===== src/include/plsc_pkg.sv =====
package plsc_pkg;
  // Register byte offsets
  localparam logic [7:0] LINK_CAP_OFF = 8'hBC;
  localparam logic [7:0] LINK_CTL_STS_OFF = 8'hC0;
  localparam logic [7:0] SLOT_CAP_OFF = 8'hC4;
  // Link capability fields and values
  localparam int MAX_SPEED_LSB = 0;
  localparam int MAX_WIDTH_LSB = 4;
  localparam int ASPM_SUP_LSB = 10;
  localparam int L0S_EXIT_LSB = 12;
  localparam int L1_EXIT_LSB = 15;
  localparam int PORT_NUM_LSB = 24;
  localparam logic [3:0] SPEED_2G5 = 4'h1;
  localparam logic [5:0] WIDTH_X1 = 6'h01;
  localparam logic [1:0] ASPM_SUP_L0S_L1 = 2'h3;
  localparam logic [2:0] L0S_EXIT_RST = 3'h3;
  localparam logic [2:0] L1_EXIT_RST = 3'h0;
  // Link control fields
  localparam int ASPM_CTL_LSB = 0;
  localparam int RCB_BIT = 3;
  localparam int LINK_DIS_BIT = 4;
  localparam int RETRAIN_BIT = 5;
  localparam int COMMON_CLK_BIT = 6;
  localparam int EXT_SYNC_BIT = 7;
  localparam logic [1:0] ASPM_CTL_RST = 2'h0;
  // Link status fields (in the upper half of the shared word)
  localparam int LINK_SPEED_LSB = 16;
  localparam int NEG_WIDTH_LSB = 20;
  localparam int TRAIN_ERR_BIT = 26;
  localparam int TRAINING_BIT = 27;
  localparam int SLOT_CLK_BIT = 28;
  // Slot capability bits
  localparam int ATTN_BTN_BIT = 0;
  localparam int LATCH_SENSOR_BIT = 2;
  localparam int ATTN_IND_BIT = 3;
  localparam int PWR_IND_BIT = 4;
  localparam int HP_CAPABLE_BIT = 6;
  localparam logic [31:0] SLOT_CAP_HP_MASK = 32'h0000005D;
endpackage


===== src/verilog/plsc_regs.sv =====
`timescale 1ns/1ps
// Overview of operation
// - Max link speed reads 0001
// - Max link width reads x1 code
// - ASPM support field reads 11
// - Writable ASPM control, resets to 00
// - Completion boundary bit always reads zero
// - Disable/retrain writable only in reverse mode
// - Negotiated speed reads 2.5 Gb/s code
// - Hot-plug bits set when reverse and enabled
// - Hot-plug bits follow strap at reset
module plsc_regs
  import plsc_pkg::*;
#(
  parameter logic [5:0] MAX_WIDTH = WIDTH_X1,
  parameter logic [7:0] PORT_NUMBER = 8'h00
)(
  // Clock and reset
  input wire logic clk,
  input wire logic reset,
  // APB
  input wire logic psel,
  input wire logic penable,
  input wire logic pwrite,
  input wire logic [7:0] paddr,
  input wire logic [31:0] pwdata,
  input wire logic [3:0] pstrb,
  output logic pready,
  output logic pslverr,
  output logic [31:0] prdata,
  // Mode and strap
  input wire logic reverse_mode,
  input wire logic hotplug_strap,
  // Link trainer status
  input wire logic [5:0] trn_neg_width,
  input wire logic trn_training,
  input wire logic trn_error,
  // Control to link logic
  output logic [1:0] aspm_ctl,
  output logic link_disable,
  output logic retrain_link,
  output logic common_clk_cfg,
  output logic extended_sync
);
  typedef struct packed {
    logic [1:0] aspm;
    logic link_dis;
    logic retrain;
    logic common_clk;
    logic ext_sync;
    logic hp_en;
    logic [5:0] neg_width;
    logic training;
    logic train_err;
    logic [31:0] rdata;
  } plsc_state_t;

  plsc_state_t state_q, state_d;
  logic wr_stb;
  logic [7:0] wr_addr;
  logic [31:0] wr_data;
  logic [3:0] wr_strb;
  logic [7:0] rd_addr;
  logic addr_hit;
  logic [31:0] link_cap_w, link_cs_w, slot_cap_w;

  plsc_apb_slave u_apb (
    .clk(clk),
    .reset(reset),
    .psel(psel),
    .penable(penable),
    .pwrite(pwrite),
    .paddr(paddr),
    .pwdata(pwdata),
    .pstrb(pstrb),
    .pready(pready),
    .pslverr(pslverr),
    .wr_stb(wr_stb),
    .wr_addr(wr_addr),
    .wr_data(wr_data),
    .wr_strb(wr_strb),
    .rd_addr(rd_addr),
    .addr_hit(addr_hit)
  );

  function automatic logic hit(input logic [7:0] a);
    hit = (a == LINK_CAP_OFF) || (a == LINK_CTL_STS_OFF) || (a == SLOT_CAP_OFF);
  endfunction

  function automatic logic ctl_write(input logic stb, input logic [7:0] a, input logic [3:0] s);
    ctl_write = stb && (a == LINK_CTL_STS_OFF) && s[0];
  endfunction

  assign addr_hit = hit(paddr);

  always_comb begin
    link_cap_w = 32'h00000000;
    link_cap_w[MAX_SPEED_LSB +: 4] = SPEED_2G5;
    link_cap_w[MAX_WIDTH_LSB +: 6] = MAX_WIDTH;
    link_cap_w[ASPM_SUP_LSB +: 2] = ASPM_SUP_L0S_L1;
    link_cap_w[L0S_EXIT_LSB +: 3] = L0S_EXIT_RST;
    link_cap_w[L1_EXIT_LSB +: 3] = L1_EXIT_RST;
    link_cap_w[PORT_NUM_LSB +: 8] = PORT_NUMBER;
  end

  always_comb begin
    link_cs_w = 32'h00000000;
    link_cs_w[ASPM_CTL_LSB +: 2] = state_q.aspm;
    link_cs_w[RCB_BIT] = 1'b0;
    link_cs_w[LINK_DIS_BIT] = state_q.link_dis;
    link_cs_w[RETRAIN_BIT] = state_q.retrain;
    link_cs_w[COMMON_CLK_BIT] = state_q.common_clk;
    link_cs_w[EXT_SYNC_BIT] = state_q.ext_sync;
    link_cs_w[LINK_SPEED_LSB +: 4] = SPEED_2G5;
    link_cs_w[NEG_WIDTH_LSB +: 6] = state_q.neg_width;
    link_cs_w[TRAIN_ERR_BIT] = state_q.train_err;
    link_cs_w[TRAINING_BIT] = state_q.training;
    link_cs_w[SLOT_CLK_BIT] = 1'b1;
  end

  always_comb begin
    slot_cap_w = 32'h00000000;
    if (state_q.hp_en && reverse_mode) begin
      slot_cap_w[ATTN_BTN_BIT] = 1'b1;
      slot_cap_w[LATCH_SENSOR_BIT] = 1'b1;
      slot_cap_w[ATTN_IND_BIT] = 1'b1;
      slot_cap_w[PWR_IND_BIT] = 1'b1;
      slot_cap_w[HP_CAPABLE_BIT] = 1'b1;
    end
  end

  always_comb begin
    state_d = state_q;
    // Strap followed every cycle
    state_d.hp_en = hotplug_strap;
    state_d.neg_width = trn_neg_width;
    state_d.training = trn_training;
    state_d.train_err = trn_error;
    if (ctl_write(wr_stb, wr_addr, wr_strb)) begin
      state_d.aspm = wr_data[ASPM_CTL_LSB +: 2];
      state_d.common_clk = wr_data[COMMON_CLK_BIT];
      state_d.ext_sync = wr_data[EXT_SYNC_BIT];
      if (reverse_mode) begin
        state_d.link_dis = wr_data[LINK_DIS_BIT];
        state_d.retrain = wr_data[RETRAIN_BIT];
      end
    end
    unique case (rd_addr)
      LINK_CAP_OFF: state_d.rdata = link_cap_w;
      LINK_CTL_STS_OFF: state_d.rdata = link_cs_w;
      SLOT_CAP_OFF: state_d.rdata = slot_cap_w;
      default: state_d.rdata = 32'h00000000;
    endcase
    if (reset) begin
      state_d = '0;
      state_d.aspm = ASPM_CTL_RST;
      state_d.neg_width = WIDTH_X1;
      state_d.hp_en = hotplug_strap;
    end
  end

  always_ff @(posedge clk) begin
    state_q <= state_d;
  end

  // Read data is registered; valid from the access cycle onward
  assign prdata = state_q.rdata;
  assign aspm_ctl = state_q.aspm;
  assign link_disable = state_q.link_dis;
  assign retrain_link = state_q.retrain;
  assign common_clk_cfg = state_q.common_clk;
  assign extended_sync = state_q.ext_sync;

  property p_max_speed;
    @(posedge clk) disable iff (reset)
      (psel && penable && !pwrite && paddr == LINK_CAP_OFF) |-> prdata[3:0] == 4'h1;
  endproperty
  a_max_speed: assert property (p_max_speed) else $error("max speed wrong");

  property p_max_width;
    @(posedge clk) disable iff (reset)
      (psel && penable && !pwrite && paddr == LINK_CAP_OFF) |-> prdata[9:4] == MAX_WIDTH;
  endproperty
  a_max_width: assert property (p_max_width) else $error("max width wrong");

  property p_aspm_sup;
    @(posedge clk) disable iff (reset)
      (psel && penable && !pwrite && paddr == LINK_CAP_OFF) |-> prdata[11:10] == 2'h3;
  endproperty
  a_aspm_sup: assert property (p_aspm_sup) else $error("aspm support wrong");

  property p_aspm_wr;
    @(posedge clk) disable iff (reset)
      (wr_stb && wr_addr == LINK_CTL_STS_OFF && wr_strb[0]) |=> aspm_ctl == $past(wr_data[1:0]);
  endproperty
  a_aspm_wr: assert property (p_aspm_wr) else $error("aspm control not written");

  property p_aspm_rst;
    @(posedge clk) reset |=> aspm_ctl == 2'h0 && !link_disable && !retrain_link;
  endproperty
  a_aspm_rst: assert property (p_aspm_rst) else $error("control reset wrong");

  property p_rcb;
    @(posedge clk) disable iff (reset)
      (psel && penable && !pwrite && paddr == LINK_CTL_STS_OFF) |-> !prdata[3];
  endproperty
  a_rcb: assert property (p_rcb) else $error("boundary bit set");

  property p_fwd_ro;
    @(posedge clk) disable iff (reset)
      !reverse_mode |=> $stable(link_disable) && $stable(retrain_link);
  endproperty
  a_fwd_ro: assert property (p_fwd_ro) else $error("forward mode bits changed");

  property p_speed;
    @(posedge clk) disable iff (reset)
      (psel && penable && !pwrite && paddr == LINK_CTL_STS_OFF) |-> prdata[19:16] == 4'h1;
  endproperty
  a_speed: assert property (p_speed) else $error("link speed wrong");

  property p_hp;
    @(posedge clk) disable iff (reset)
      (psel && penable && !pwrite && paddr == SLOT_CAP_OFF && $past(reset, 2) == 1'b0)
      |-> prdata[6] == ($past(hotplug_strap, 2) && $past(reverse_mode));
  endproperty
  a_hp: assert property (p_hp) else $error("hot-plug bits wrong");

  property p_width;
    @(posedge clk) disable iff (reset)
      (psel && penable && !pwrite && paddr == LINK_CTL_STS_OFF && !$past(reset, 2))
      |-> prdata[25:20] == $past(trn_neg_width, 2);
  endproperty
  a_width: assert property (p_width) else $error("width status stale");

  property p_dis_wr;
    @(posedge clk) disable iff (reset)
      (ctl_write(wr_stb, wr_addr, wr_strb) && reverse_mode)
      |=> link_disable == $past(wr_data[LINK_DIS_BIT])
        && retrain_link == $past(wr_data[RETRAIN_BIT]);
  endproperty
  a_dis_wr: assert property (p_dis_wr) else $error("disable or retrain not written");

  property p_aspm_hold;
    @(posedge clk) disable iff (reset)
      !ctl_write(wr_stb, wr_addr, wr_strb) |=> $stable(aspm_ctl);
  endproperty
  a_aspm_hold: assert property (p_aspm_hold) else $error("aspm control changed");

  property p_training;
    @(posedge clk) disable iff (reset)
      (psel && penable && !pwrite && paddr == LINK_CTL_STS_OFF
        && !$past(reset) && !$past(reset, 2))
      |-> prdata[TRAINING_BIT] == $past(trn_training, 2)
        && prdata[TRAIN_ERR_BIT] == $past(trn_error, 2);
  endproperty
  a_training: assert property (p_training) else $error("training status stale");

  property p_hp_rst;
    @(posedge clk) reset |=> state_q.hp_en == $past(hotplug_strap);
  endproperty
  a_hp_rst: assert property (p_hp_rst) else $error("hot-plug reset value wrong");

  property p_slot_rsvd;
    @(posedge clk) disable iff (reset)
      (psel && penable && !pwrite && paddr == SLOT_CAP_OFF)
      |-> (prdata & ~SLOT_CAP_HP_MASK) == 32'h00000000;
  endproperty
  a_slot_rsvd: assert property (p_slot_rsvd) else $error("slot reserved bits set");

  property p_slot_same;
    @(posedge clk) disable iff (reset)
      (psel && penable && !pwrite && paddr == SLOT_CAP_OFF)
      |-> prdata[ATTN_BTN_BIT] == prdata[HP_CAPABLE_BIT]
        && prdata[LATCH_SENSOR_BIT] == prdata[HP_CAPABLE_BIT]
        && prdata[ATTN_IND_BIT] == prdata[HP_CAPABLE_BIT]
        && prdata[PWR_IND_BIT] == prdata[HP_CAPABLE_BIT];
  endproperty
  a_slot_same: assert property (p_slot_same) else $error("presence bits differ");

  property p_width_rst;
    @(posedge clk) reset |=> state_q.neg_width == WIDTH_X1;
  endproperty
  a_width_rst: assert property (p_width_rst) else $error("width reset wrong");

  property p_rdata_rst;
    @(posedge clk) reset |=> prdata == 32'h00000000;
  endproperty
  a_rdata_rst: assert property (p_rdata_rst) else $error("read data not cleared");

  property p_ctl_rsvd;
    @(posedge clk) disable iff (reset)
      (psel && penable && !pwrite && paddr == LINK_CTL_STS_OFF)
      |-> !prdata[2] && prdata[15:8] == 8'h00
        && prdata[31:29] == 3'h0 && prdata[SLOT_CLK_BIT];
  endproperty
  a_ctl_rsvd: assert property (p_ctl_rsvd) else $error("control word fixed bits wrong");

  property p_sync_wr;
    @(posedge clk) disable iff (reset)
      ctl_write(wr_stb, wr_addr, wr_strb)
      |=> common_clk_cfg == $past(wr_data[COMMON_CLK_BIT])
        && extended_sync == $past(wr_data[EXT_SYNC_BIT]);
  endproperty
  a_sync_wr: assert property (p_sync_wr) else $error("clock or sync bit not written");

  property p_cap_fixed;
    @(posedge clk) disable iff (reset)
      (psel && penable && !pwrite && paddr == LINK_CAP_OFF)
      |-> prdata[31:12] == {PORT_NUMBER, 6'h00, L1_EXIT_RST, L0S_EXIT_RST};
  endproperty
  a_cap_fixed: assert property (p_cap_fixed) else $error("capability fixed fields wrong");

  property p_err_rd;
    @(posedge clk) disable iff (reset)
      (psel && penable && !pwrite && !addr_hit) |-> pslverr && prdata == 32'h00000000;
  endproperty
  a_err_rd: assert property (p_err_rd) else $error("unmapped read not refused");

  c_aspm_wr: cover property (@(posedge clk) wr_stb && wr_addr == LINK_CTL_STS_OFF);
  c_rev_dis: cover property (@(posedge clk) reverse_mode && link_disable);
  c_hp_on: cover property (@(posedge clk) slot_cap_w[6]);
  c_bad_addr: cover property (@(posedge clk) pslverr);
  c_training: cover property (@(posedge clk) state_q.training);
endmodule


===== src/verilog/plsc_apb_slave.sv =====
`timescale 1ns/1ps
module plsc_apb_slave
  import plsc_pkg::*;
(
  // Clock and reset
  input wire logic clk,
  input wire logic reset,
  // APB
  input wire logic psel,
  input wire logic penable,
  input wire logic pwrite,
  input wire logic [7:0] paddr,
  input wire logic [31:0] pwdata,
  input wire logic [3:0] pstrb,
  output logic pready,
  output logic pslverr,
  // Register side
  output logic wr_stb,
  output logic [7:0] wr_addr,
  output logic [31:0] wr_data,
  output logic [3:0] wr_strb,
  output logic [7:0] rd_addr,
  input wire logic addr_hit
);
  // Zero-wait: answer in the first access cycle
  assign pready = 1'b1;
  assign pslverr = psel && penable && !addr_hit;
  assign wr_stb = psel && penable && pwrite && addr_hit;
  assign wr_addr = paddr;
  assign wr_data = pwdata;
  assign wr_strb = pstrb;
  assign rd_addr = paddr;
endmodule


===== config.mk =====
export PLATFORM = sky130hd
export DESIGN_NAME = plsc_regs
export DESIGN_NICKNAME = d
export VERILOG_FILES = /design/src/include/plsc_pkg.sv /design/src/verilog/plsc_regs.sv /design/src/verilog/plsc_apb_slave.sv
export SDC_FILE = /design/constraint.sdc
export NUM_CORES = 1
export LEC_CHECK = 0
export BUFFER_PORTS_ARGS = -buffer_cell sky130_fd_sc_hd__buf_2
export CAP_MARGIN = 10
export CORE_UTILIZATION = 40
export DETAILED_ROUTE_END_ITERATION = 12
export GPL_ROUTABILITY_DRIVEN = 0
export PLACE_DENSITY = 0.8
export SETUP_SLACK_MARGIN = 0.05
export SYNTH_ARGS = -nofsm -noshare
export SYNTH_HDL_FRONTEND = slang
export SYNTH_SLANG_ARGS = --single-unit

===== constraint.sdc =====
create_clock -name clk -period 1.1 [get_ports clk]
set_input_delay 0.055 -clock clk [delete_from_list [all_inputs] [get_ports clk]]
set_output_delay 0.055 -clock clk [all_outputs]
set_load 0.005 [all_outputs]

[After elaboration in Yosys (flattened, before gate mapping)]
Index checks and enable logic that the tools add are counted.
Storage, ports and cells
  register bits after elaboration: 47
  word-level logic and storage cells: 27
Operators by class
  reductions and logical operators: 11
  equal/unequal tests: 3
  multiplexer cells: 3
Operators by type and width (number)
  case mux 29 bit (3 select lines): 1
  == test 8 bit (second input constant): 3
  logical AND 1 bit: 7
  two-way mux 3 bit: 1
  logical OR 1 bit: 2
  AND reduction 2 bit: 1
  zero test 1 bit: 1
  two-way mux 1 bit: 1

[Depth between registers and ports, before layout]
  depth in word-level cells: 7
  depth in mapped cells: 5

[Hierarchy]
From an unflattened synthesis, not the netlist that was laid out.
Second synthesis, totals
  cell total of the unflattened synthesis: 192
  area total of the unflattened synthesis: 1816.7 um2
Modules (own cells, without submodules)
  plsc_regs: instances 1, cells each 136, area an instance 1397.6 um2, seq. area each 640.6 um2
  plsc_apb_slave: instances 1, cells each 56, area an instance 419.2 um2, seq. area each 0.0 um2

[Worst setup path after synthesis]
OpenSTA, ideal clock, no wires.
  path type: in2reg
  start point: in paddr[3]
  end point: reg state_q (netlist bit aspm_ctl[0])
  arrival: 0.859 ns
  stages: 5
  setup slack: 0.114 ns
  data required time: 0.973 ns
  cells stage by stage: and4bb_2 -> and4b_1 -> buf_6 -> mux2i_1 -> nor2_1
On the way
  cells in the longest elaborated chain, start to end: 6
Ends and longest elaborated chain
  start, declared: RTL line plsc_regs.sv:25  | input wire logic [7:0] paddr,
  == test 8 bit (on tied branches): RTL line plsc_regs.sv:87, plsc_regs.sv:91
  logical OR 1 bit (2 in series): RTL line plsc_regs.sv:87  | hit = (a == LINK_CAP_OFF) || (a == LINK_CTL_STS_OFF) || (a == SLOT_CAP_OFF);
  logical AND 1 bit: RTL line plsc_apb_slave.sv:28  | assign wr_stb = psel && penable && pwrite && addr_hit;
  logical AND 1 bit (*) (2 in series): RTL line plsc_regs.sv:91  | ctl_write = stb && (a == LINK_CTL_STS_OFF) && s[0];
  end signal, assigned: RTL line plsc_regs.sv:163  | state_q <= state_d;
  end, declared: RTL line plsc_regs.sv:58  | plsc_state_t state_q, state_d;
Every way passes the cells marked *; elsewhere a longest branch is shown, timed or not.
A chain may end at the register's enable or synchronous reset.

[Worst setup path in the final report]
  start point: in paddr[3]
  end point: out pslverr
On the way
  cells in the longest elaborated chain, start to end: 5
Ends and longest elaborated chain
  == test 8 bit: RTL line plsc_regs.sv:87
  logical OR 1 bit: RTL line plsc_regs.sv:87
  logical OR 1 bit (*): RTL line plsc_regs.sv:87
  zero test 1 bit (*): RTL line plsc_apb_slave.sv:27  | assign pslverr = psel && penable && !addr_hit;
  logical AND 1 bit (*): RTL line plsc_apb_slave.sv:27
  end, declared: RTL line plsc_regs.sv:29  | output logic pslverr,
Marks and branches as above.

==> run_results.csv <==
group,metric,value,unit
status,status,"finished clean",
critical_path,endpoint_kind,"output port",
sta,min_period,1.03,ns
critical_path,slowest_delay,0.33,ns
pwr,leakagePower,0.894,nW
route,drt_iter0_markers,14,
critical_path,timing.critical_path.buf_inv,2,
synthesis,synth_edf_count,0,
sta,setup_slack,0.0682,ns
pwr,p_sw,486,µW
pwr,seqPwrFrac,52.4,%
floorplanning,die_h,60.0,µm
route,wirelength,2440,µm
synthesis,synth.avg_cell_area,10.3,µm²
floorplanning,io_pins,99,
critical_path,crit_family,"simple AND/OR/NAND/NOR gates",
clock_tree,cts_buffers,5,
route,drt-pass1-iter-count,4,
sta,setup_violations,0,
pwr,switching_share,21.6,%
critical_path,reg2reg_setup_slack,0.20,ns
clock_tree,clkSinkCount,32,
pwr,p_comb_share,8.2,%
route,drcViolationCount,0,
critical_path,required,1.04,ns
synthesis,ys_top_cells_by_count,"buf_4 (35), dfxtp_1 (32), and2_1 (11), nor2_1 (9), nor2b_1 (7)",
global_route,grt_first_pass_wirelength,3800,µm
synthesis,synth_warnings,0,
sta,fin_skew,0.0147,ns
global_route,grt_use_total,14.8,%
cells_and_area,nNetsFinal,252,
route,drtAntennaViolNets,0,
clock_tree,worstSkewPairLatency,0.33,ns
pwr,cellInternalPower,1.77,mW
global_route,grt_max_degree,17,
synthesis,ys.flop_type,"dfxtp_1",
global_route,grt_pass1_vias,892,
global_route,antenna_found_initial,0,
cells_and_area,insertedDiodeCount,0,
floorplanning,core-area,3130,µm²
cells_and_area,area_delta_synth_final,33.4,%
critical_path,ff2ff_path_depth,4,
cells_and_area,drive_above_1_share,45.4,%
pwr,clkPwrFrac,39.4,%
floorplanning,die_area,3600,µm²
critical_path,critical_path.cell_chain,"buf_2, and4bb_2, nand2b_4, a211oi_2, nor2_1, buf_2",
clock_tree,cts_tree,"yes",
floorplanning,start_util,43.0,%
critical_path,r2r_end,"prdata[0]",
worst_hold_path,hold_class,"in2reg",
synthesis,async_flop_share,0,%
sta,rsz0062_at_grt,"no",
synthesis,synthDominantCellAreaShare,47.6,%
critical_path,crit_path_frequent_cell,"buf_2",
clock_tree,clk_path_buf_depth,2,
critical_path,cp.arrival,0.98,ns
synthesis,ys_ff_latch,32,
clock_tree,cts_root_buf,"clkbuf_4",
synthesis,netlist-cell-type-count,25,
synthesis,synth_area_leaders,"dfxtp_1 (48%), buf_4 (20%), and2_1 (5.1%)",
flow_run,maxCapViolCount,0,
global_route,grt.overflow.total,0,
clock_tree,clk_pin_slew,0.11,ns
pwr,peakVddDrop,0.000541,V
route,num_vias,963,
critical_path,timing.rr.start,"state_q[40]",
sta,fmax,0.969,GHz
pwr,power_density,1250,nW/µm²
critical_path,start_kind,"primary input",
sta,drv_slew,0,
sta,finalHoldViolCount,0,
floorplanning,rows,20,
cells_and_area,nFillCells,282,
synthesis,synth_most_common_cell,"buf_4",
route,routedWlPerCell,10.2,µm
synthesis,synthesis.area,1350,µm²
placement,place_ws,-0.0517,ns
placement,portBuffers,58,
critical_path,critPathKind,"in2out",
synthesis,synth-seq-area-share,47.6,%
clock_tree,cts_max_level,2,
critical_path,worst_path_max_delay_cell,"and4bb_2",
worst_hold_path,hold_end,"retrain_link",
synthesis,synthCells,131,
floorplanning,die_x,60.0,µm
worst_hold_path,worstHoldStart,"reverse_mode",
worst_hold_path,hold_depth,3,
synthesis,synth_top_cell_by_area,"dfxtp_1",
route,post_drt_via_cell_ratio,4.05,
sta,hold_ws,0.0189,ns
critical_path,worstPathMaxFanout,3,
sta,fin_crit_sh,93.8,%
-- worst register-to-register path, stage by stage (launching register included) --
cell and delay, ns:
dfxtp_1 0.33, and3_1 0.19, a21oi_1 0.14, o21a_1 0.13
nor2_1 0.03
-- per-stage QoR --
step                      utilization (%)  area (µm²)  instances  total power [mW]  setup TNS (ns)
after floorplan                         -        1380        140              1.28               0
after global placement               48.2        1510        212              1.33          -0.539
after detailed placement             48.2        1510        212              1.33          -0.749
after CTS                            55.8        1750        235              2.27               0
after global routing                 57.4        1790        238              2.36               0
final                                57.4        1790        238              2.25               0
-- metal layers --
layer / routed length, µm / global-route usage [%]
met2: 1290 / 26.0
met3: 86 / 2.60
met4: 68 / 9.97
met1: 995 / 16.1
met5: 0 / 0
-- kinds of logic after synthesis --
kind of cell / count (synthesis) / share of synthesized area, %
AO/OA/AOI/OAI: 6 / 3.07
buffers and inverters: 38 / 21.5
flip-flops: 32 / 47.6
multiplexers: 6 / 4.47
other: 2 / 0.558
AND/OR/NAND/NOR: 47 / 22.8
-- sequential cells by signal, summed over array words and instances (netlist names) --
signal,cells
prdata,17
aspm_ctl,2
retrain_link,1
common_clk_cfg,1
link_disable,1
state_q,1
extended_sync,1
link_cs_w,8
-- power by group through the flow --
stage	registers (mW)	logic, mW	clock network [mW]
2_1_floorplan	1.21	0.0764	0
3_3_place_gp	1.21	0.125	0
3_5_place_dp	1.21	0.127	0
4_1_cts	1.18	0.170	0.918
5_1_grt	1.18	0.205	0.971
6_report	1.18	0.184	0.888
-- what timing repair did --
action | in CTS | in global routing
setup buffers | 0 | 3
hold buffers | 15 | 0
gates resized for setup | 2 | 5
setup endpoints to repair | 1 | 1
pin swaps | 0 | 5
endpoints found under the hold margin | 15 | 0
-- placed cells by master (no fill, tap or decap), drive strengths merged --
| cell type | n |
|---|---|
| mux2i | 6 |
| and4 | 1 |
| dlygate4sd3 | 15 |
| or2 | 2 |
| and2 | 11 |
| nor2b | 7 |
| bufinv | 1 |
| dfxtp | 32 |
| clkinvlp | 1 |
| clkinv | 1 |
| nand2 | 2 |
| o21a | 2 |
| nor3 | 2 |
| and3 | 1 |
| and4bb | 1 |
| a211oi | 1 |
| nand2b | 6 |
| and4b | 2 |
| a21oi | 3 |
| nand3 | 2 |
| conb | 11 |
| clkbuf | 5 |
| nor2 | 9 |
| buf | 69 |
| or3 | 1 |
-- cell type report --
| type | count | area, µm² | area share [%] |
|---|---|---|---|
| Sequential cell | 32 | 641 | 35.7 |
| Timing Repair Buffer | 84 | 552 | 30.8 |
| Multi-Input combinational cell | 70 | 467 | 26.0 |
| Tap cell | 44 | 55.1 | 3.07 |
| Clock inverter | 3 | 42.5 | 2.37 |
| Clock buffer | 5 | 37.5 | 2.09 |
-- worst max-delay path by stage --
stage / start / end / slack (ns) / cells past startpoint
final: paddr[3] / pslverr / 0.07 / 6
after global routing: paddr[3] / pslverr / 0.05 / 6
after CTS: paddr[3] / pslverr / 0.07 / 6
after detailed placement: paddr[3] / prdata[7] / -0.05 / 6
after global placement: paddr[3] / extended_sync / -0.04 / 6
after floorplan: paddr[3] / aspm_ctl[0] / 0.11 / 5
No activity file was read; power rests on OpenSTA's default activity.
